## src/core/idr_map.svh

```systemverilog
// Constants for the identification ROM access sequencer.
`ifndef IDR_MAP_SVH
`define IDR_MAP_SVH
// ****************************************
// Address map and field layout
// ****************************************
`define IDR_BASE_ADDR 32'h70000000
`define IDR_RANGE_MASK 32'hfff00000
`define IDR_NIB_W 4
// ****************************************
// Timing
// ****************************************
`define IDR_CLK_MHZ 20
`define IDR_RECALL_MIN_US 200
`define IDR_RECALL_MIN_CYC (`IDR_RECALL_MIN_US * `IDR_CLK_MHZ)
`define IDR_ACCESS_MIN_US 2
`define IDR_ACCESS_MIN_CYC (`IDR_ACCESS_MIN_US * `IDR_CLK_MHZ)
`endif

```

## src/core/idr_pkg.sv

```systemverilog
// Types shared by the identification ROM access sequencer.
package idr_pkg;
  // Phases of the recall pulse watcher.
  typedef enum logic [1:0] {IDR_WAIT_LOW, IDR_FIRST_HIGH, IDR_MID_LOW, IDR_ARMED} idr_rcl_e;
endpackage : idr_pkg

```

## src/core/idr_sync_counter.sv

```systemverilog
// Saturating cycle counter that measures how long a level has held.
`timescale 1ns/100ps
`default_nettype none
module idr_sync_counter #(
  parameter int W = 16
) (
  // Clock and reset.
  input wire logic clk_i,
  input wire logic rstn_i,
  // Restart input that clears the count.
  input wire logic clear_i,
  output logic [W-1:0] count_o
);
  import idr_pkg::*;
  // Whole state of the counter, registered in one place.
  typedef struct packed {
    logic [W-1:0] count;
  } idr_cnt_s;
  idr_cnt_s st, next_st;

  // Counts up while not cleared and stops at all ones so it never wraps.
  always_comb begin
    next_st = st;
    if (clear_i) begin
      next_st.count = '0;
    end else if (st.count != {W{1'b1}}) begin
      next_st.count = W'(st.count + 1'b1);
    end
  end

  // Saturation keeps a very long level from aliasing back to a short one.
  always_ff @(posedge clk_i or negedge rstn_i) begin
    if (!rstn_i) begin
      st <= '0;
    end else begin
      st <= next_st;
    end
  end

  assign count_o = st.count;
endmodule : idr_sync_counter
`default_nettype wire

```

## src/core/idr_rom_seq.sv

```systemverilog
// Module-side decode, recall detection and sequential data source for the ID ROM.
`timescale 1ns/100ps
`default_nettype none
`include "idr_map.svh"
module idr_rom_seq #(
  parameter int ADDR_W = 32,
  parameter int DEPTH = 64,
  parameter bit NIBBLE_MODE = 1'b1,
  parameter logic [3:0] ROM_FILL = 4'h5
) (
  // Clock and reset.
  input wire logic clk_i,
  input wire logic rstn_i,
  // Processor local bus.
  input wire logic [ADDR_W-1:0] addr_i,
  input wire logic local_strobe_primary_n_i,
  input wire logic rd_wr_n_i,
  input wire logic [3:0] wdata_i,
  // Timer pin used as recall and enable.
  input wire logic rom_enable_recall_line_i,
  // Read data and board controls.
  output logic [31:0] rdata_o,
  output logic rom_select_o,
  output logic other_dev_disable_o,
  output logic recall_pulse_o,
  output logic rom_write_en_o,
  output logic ready_o
);
  import idr_pkg::*;
  localparam int CW = 16;
  localparam int IW = $clog2(DEPTH);
  localparam logic [CW-1:0] RCL_CYC = CW'(`IDR_RECALL_MIN_CYC);
  localparam logic [CW-1:0] ACC_CYC = CW'(`IDR_ACCESS_MIN_CYC);
  // The gap counter reads one less than the edges since the last start, so this is a full spacing.
  localparam logic [CW-1:0] ACC_LAST = CW'(`IDR_ACCESS_MIN_CYC - 1);

  // ****************************************
  // State
  // ****************************************
  typedef struct packed {
    idr_rcl_e rcl;
    logic line_d;
    logic strobe_d;
    logic [IW-1:0] idx;
    logic [31:0] rdata;
    logic sel;
    logic dis;
    logic pulse;
    logic wen;
    logic rdy;
    logic [DEPTH-1:0][3:0] ram;
  } idr_state_s;
  idr_state_s st, next_st;
  logic [CW-1:0] lvl_cnt;
  logic [CW-1:0] gap_cnt;
  logic hit, start;
  logic recall_now;

  // Level-duration counter restarts on every recall line edge.
  idr_sync_counter #(.W(CW)) u_lvl (
    .clk_i(clk_i),
    .rstn_i(rstn_i),
    .clear_i(rom_enable_recall_line_i != st.line_d),
    .count_o(lvl_cnt)
  );
  // Spacing counter restarts at each accepted access start.
  idr_sync_counter #(.W(CW)) u_gap (
    .clk_i(clk_i),
    .rstn_i(rstn_i),
    .clear_i(start),
    .count_o(gap_cnt)
  );

  // Decode: primary strobe, ROM range, and recall line high only.
  assign hit = !local_strobe_primary_n_i && ((addr_i & `IDR_RANGE_MASK) == (`IDR_BASE_ADDR & `IDR_RANGE_MASK))
    && rom_enable_recall_line_i;
  assign start = hit && st.strobe_d;
  // Final rise of the recall shape; it must win over an access in the same cycle.
  assign recall_now = (st.rcl == IDR_MID_LOW) && rom_enable_recall_line_i;

  // Next-state logic for recall tracking, address stepping and read data.
  always_comb begin
    next_st = st;
    next_st.line_d = rom_enable_recall_line_i;
    next_st.strobe_d = !hit;
    next_st.pulse = 1'b0;
    next_st.sel = hit;
    next_st.dis = rom_enable_recall_line_i;
    next_st.wen = hit && !rd_wr_n_i;
    // Recall shape: low of the minimum width, then high and low of any width, then high.
    case (st.rcl)
      IDR_WAIT_LOW: begin
        if (rom_enable_recall_line_i && !st.line_d && lvl_cnt >= RCL_CYC) begin
          next_st.rcl = IDR_FIRST_HIGH;
        end
      end
      IDR_FIRST_HIGH: begin
        if (!rom_enable_recall_line_i) begin
          next_st.rcl = IDR_MID_LOW;
        end
      end
      IDR_MID_LOW: begin
        if (rom_enable_recall_line_i) begin
          next_st.rcl = IDR_ARMED;
          next_st.pulse = 1'b1;
          next_st.idx = '0;
        end
      end
      default: begin
        if (!rom_enable_recall_line_i && lvl_cnt >= RCL_CYC) begin
          next_st.rcl = IDR_WAIT_LOW;
        end
      end
    endcase
    // Slow-ROM accommodation: hold ready low until the spacing has run out.
    next_st.rdy = hit && gap_cnt >= ACC_LAST;
    if (start) begin
      next_st.rdata = 32'h0;
      if (NIBBLE_MODE) begin
        next_st.rdata[3:0] = st.ram[st.idx];
      end else begin
        next_st.rdata[0] = st.ram[st.idx][0];
      end
      if (!rd_wr_n_i) begin
        next_st.ram[st.idx] = wdata_i;
      end
      next_st.idx = recall_now ? '0 : IW'(st.idx + 1'b1);
    end
  end

  // Single register bank; ROM contents start from a fill value.
  always_ff @(posedge clk_i or negedge rstn_i) begin
    if (!rstn_i) begin
      st <= '{rcl: IDR_WAIT_LOW, strobe_d: 1'b1, ram: {DEPTH{ROM_FILL}}, default: '0};
    end else begin
      st <= next_st;
    end
  end

  assign rdata_o = st.rdata;
  assign rom_select_o = st.sel;
  assign other_dev_disable_o = st.dis;
  assign recall_pulse_o = st.pulse;
  assign rom_write_en_o = st.wen;
  assign ready_o = st.rdy;
endmodule : idr_rom_seq
`default_nettype wire

```

## config.mk

```make
export PLATFORM = sky130hd
export DESIGN_NAME = idr_rom_seq
export DESIGN_NICKNAME = d
export VERILOG_FILES = /design/src/core/idr_pkg.sv /design/src/core/idr_sync_counter.sv /design/src/core/idr_rom_seq.sv
export VERILOG_INCLUDE_DIRS = /design/src /design/src/core
export SDC_FILE = /design/constraint.sdc
export NUM_CORES = 1
export LEC_CHECK = 0
export BUFFER_PORTS_ARGS = -buffer_cell sky130_fd_sc_hd__buf_2
export CAP_MARGIN = 20
export CORE_MARGIN = 2
export CORE_UTILIZATION = 62
export CTS_CLUSTER_SIZE = 14
export DETAILED_ROUTE_END_ITERATION = 8
export PLACE_DENSITY = 0.84
export SYNTH_ARGS = -nofsm -noshare
export SYNTH_HDL_FRONTEND = slang
export SYNTH_HIERARCHICAL = 1
export SYNTH_SLANG_ARGS = --single-unit
```

## constraint.sdc

```tcl
create_clock -name clk_i -period 2.6 [get_ports clk_i]
set_input_delay 0.52 -clock clk_i [delete_from_list [all_inputs] [get_ports clk_i]]
set_output_delay 0.52 -clock clk_i [all_outputs]
set_load 0.05 [all_outputs]
```

==> run_results.csv <==
group,metric,value,unit
worst_setup_path,start_kind,"flip-flop",
timing,min_period,2490,ps
grt,grt_antenna_before_repair,0,
power,clockPowerShare,45.8,%
final_layout,fillerInstances,1592,
die,ioPinCount,78,
grt,grt-ovfl-total,0,
detailed_routing,final_antenna_net_count,0,
grt,grt_pass1_vias,10533,
timing,finalCritPeriodShare,95.7,%
worst_setup_path,critPathCaptureType,"flip-flop",
logic_synthesis,synth_fa_ha_area_share,0.575,%
die,fp-row-count,57,
die,start_util,63.0,%
power,irDropWorstVdd,0.534,mV
timing,slew_headroom,55.0,%
clock_tree,htree_levels,2,
timing,tightest_slew,675,ps
timing,grt_setup_unrepaired,"no",
clock_tree,clkSinkCount,306,
logic_synthesis,synth_xor_area_share,0.345,%
die,core-area,24200,um2
detailed_routing,drtIter0Drc,787,
placement,portBuffers,29,
hold_path,min_to,"rom_write_en_o",
power,p_seq_share,47.4,%
final_layout,areaGrowthSynthToFinish,12.2,%
worst_setup_path,critPathKind,"flip-flop to flip-flop",
final_layout,nets,1293,
detailed_routing,vias_per_cell,6.40,
timing,setup_viol,0,
final_layout,diodes,0,
clock_tree,clk_latency,510,ps
placement,place_congestion,0.902,
power,leakagePower,0.00744,uW
detailed_routing,wirelength,35600,um
placement,dp_cells,1529,
clock_tree,clk_pin_slew_worst_paths,60,ps
logic_synthesis,synth_seq_cells,306,
final_layout,mostFrequentLayoutCell,"mux2_2",
timing,skew,9.94,ps
logic_synthesis,syn_avg_cell_area,12.8,um2
final_layout,layout_common_cells,"mux2_2, dfrtp_1, dfstp_2, nand2_1, nor2_1",
worst_setup_path,crit_fanout,18,
placement,hpwl,23300,um
logic_synthesis,synth_compound_area_share,6.42,%
die,fp.dieH,161,um
detailed_routing,wl_per_cell,22.3,um
logic_synthesis,synth-simple-area-share,10.1,%
clock_tree,cts_buffer_depth,3,
logic_synthesis,synth_top_family_by_area,"multiplexers",
power,powerDensity,617,nW/um2
worst_setup_path,worstReg2RegStart,"st[294]",
flow_run,maxCapViolCount,0,
clock_tree,cts_made_buffers,34,
die,die_area,25800,um2
grt,grt_start_max_net_pins,73,
hold_path,hold_path_class,"input pin to flip-flop",
power,p_sw_share,24.0,%
die,die_x,161,um
timing,finalHoldViolCount,0,
grt,track_usage,28.3,%
timing,fin_setup_tns,0,ps
logic_synthesis,netlist_area,15200,um2
worst_setup_path,timing.rr.end,"rdata_o[1]",
worst_setup_path,worstPathRequired,3020,ps
logic_synthesis,muxShareOfSynthArea,27.4,%
hold_path,min_from,"rd_wr_n_i",
final_layout,drive_gt1_share,46.6,%
final_layout,instances_no_fill,1595,
worst_setup_path,r2r_cells,6,
logic_synthesis,synth_cell_types,74,
logic_synthesis,ys_seq_area_share,51.4,%
worst_setup_path,ff2ff_setup_slack,110,ps
hold_path,min_path_cells,2,
worst_setup_path,cp.arrival,2910,ps
detailed_routing,vias,10207,
clock_tree,cts_tree,"done",
power,switchingPower,2530,uW
grt,grt_pass1_wl,57300,um
logic_synthesis,syn_inst,1191,
power,intPower,8010,uW
power,power.share.combinational,6.9,%
detailed_routing,drc_errors,0,
detailed_routing,first_pass_iters,5,
logic_synthesis,yosys_warnings,6,
logic_synthesis,synthArstFlopShare,100,%
timing,fmax,402,MHz
clock_tree,root_buffer,"clkbuf_16",
run_status,status,"finished, final reports clean",
logic_synthesis,ys.flop_type,"dfrtp_1",
logic_synthesis,synth_edf_count,0,
timing,finalMaxSlewViolations,0,
==> final cells by class <==
type                       instances  area, um2  area share [%]
sequential                       306       7830            45.8
multi-input combinational        803       6950            40.7
clock buffer                      56       1080            6.31
timing repair buffer              88        721            4.22
tap                              324        405            2.37
clock inverter                     6       58.8           0.344
inverter                          12       45.0           0.264
==> power by group through the flow <==
| stage | clock, uW | sequential [uW] | combinational (uW) |
|---|---|---|---|
| 6_report | 4830 | 4990 | 723 |
| 5_1_grt | 5090 | 5010 | 810 |
| 4_1_cts | 4870 | 4990 | 717 |
| 3_5_place_dp | 0 | 5060 | 701 |
| 3_3_place_gp | 0 | 5060 | 679 |
| 2_1_floorplan | 0 | 5060 | 490 |
==> worst max-delay path: stages, from the launching register on <==
cell and delay [ps]:
dfrtp_2 620, nor2b_1 540, a22oi_1 120, and3_1 220
a211oi_1 520, a211oi_1 150, a31oi_1 210
==> worst max-delay path by stage <==
| stage | startpoint | endpoint | depth (start not counted) |
|---|---|---|---|
| finish | st[294] | rdata_o[1] | 6 |
| global route | st[294] | rdata_o[0] | 7 |
| CTS | st[293] | st[227] | 4 |
| detailed placement | st[293] | st[211] | 4 |
| global placement | addr_i[20] | st[55] | 7 |
| floorplan | addr_i[20] | u_gap/count_o[0] | 7 |
==> registers in the layout (all words and copies together) (netlist names) <==
register,count
other_dev_disable_o,1
rdata_o,4
ready_o,1
recall_pulse_o,1
rom_select_o,1
rom_write_en_o,1
st,265
u_gap/count_o,16
u_lvl/count_o,16
==> stage by stage <==
stage | utilization [%] | hold WS (ps) | cell area, um2 | power (uW) | setup slack [ps]
5_1_grt | 70.7 | 183 | 17100 | 10900 | 7.25
2_1_floorplan | - | 224 | 15300 | 5550 | 314
3_5_place_dp | 65.6 | 476 | 15900 | 5760 | 13.5
3_3_place_gp | 65.6 | 468 | 15900 | 5740 | 36.8
4_1_cts | 70.4 | 178 | 17000 | 10600 | 16.8
6_report | 70.7 | 191 | 17100 | 10500 | 112
==> routing by layer <==
metal / vias up / global-route usage (%) / wire length (um)
met4: 0 / 10.6 / 1230
li1: 4441 / - / -
met1: 5222 / 38.2 / 14500
met5: - / 0 / 0
met3: 100 / 5.14 / 2590
met2: 444 / 46.2 / 17300
==> cell families (layout without fill, tap and decap cells) <==
group                      count (synthesis)  count (layout)
muxes                                    347             347
DFF                                      306             306
and+or+nand+nor                          273             273
AOI/OAI and AO/OA                        142             142
buffers and inverters                    109             162
adders and majority gates                  7               7
xor gates and xnor gates                   6               6
other                                      1              28
==> synth_stat cells (8+ instances only) <==
cell	number	area [um2]
mux4_2	29	653
buf_1	10	37.5
buf_2	14	70.1
buf_4	34	255
nor3_1	17	85.1
and2_1	9	56.3
mux2i_1	45	450
nand3_1	10	50.1
dfrtp_1	177	4430
a21oi_1	24	120
mux2_1	15	169
a31oi_1	12	75.1
nand2_1	75	282
a22oi_1	24	180
a211oi_1	8	60.1
nand4_1	13	81.3
nor2_1	61	229
inv_1	11	41.3
a221oi_1	15	131
nor2b_1	14	87.6
nor3_2	10	100
o21ai_0	21	105
dfstp_2	129	3390
mux2_2	258	2910
clkbuf_1	38	143
==> repair_timing <==
action                                  4_1_cts  5_1_grt
buffers inserted                              0        1
cloned                                        0        0
resized for setup                             1        1
endpoints found under the hold margin        25        0
hold buffers                                  1        0
endpoints found under the setup margin        2       18
Power figures use the tool's default switching activity.
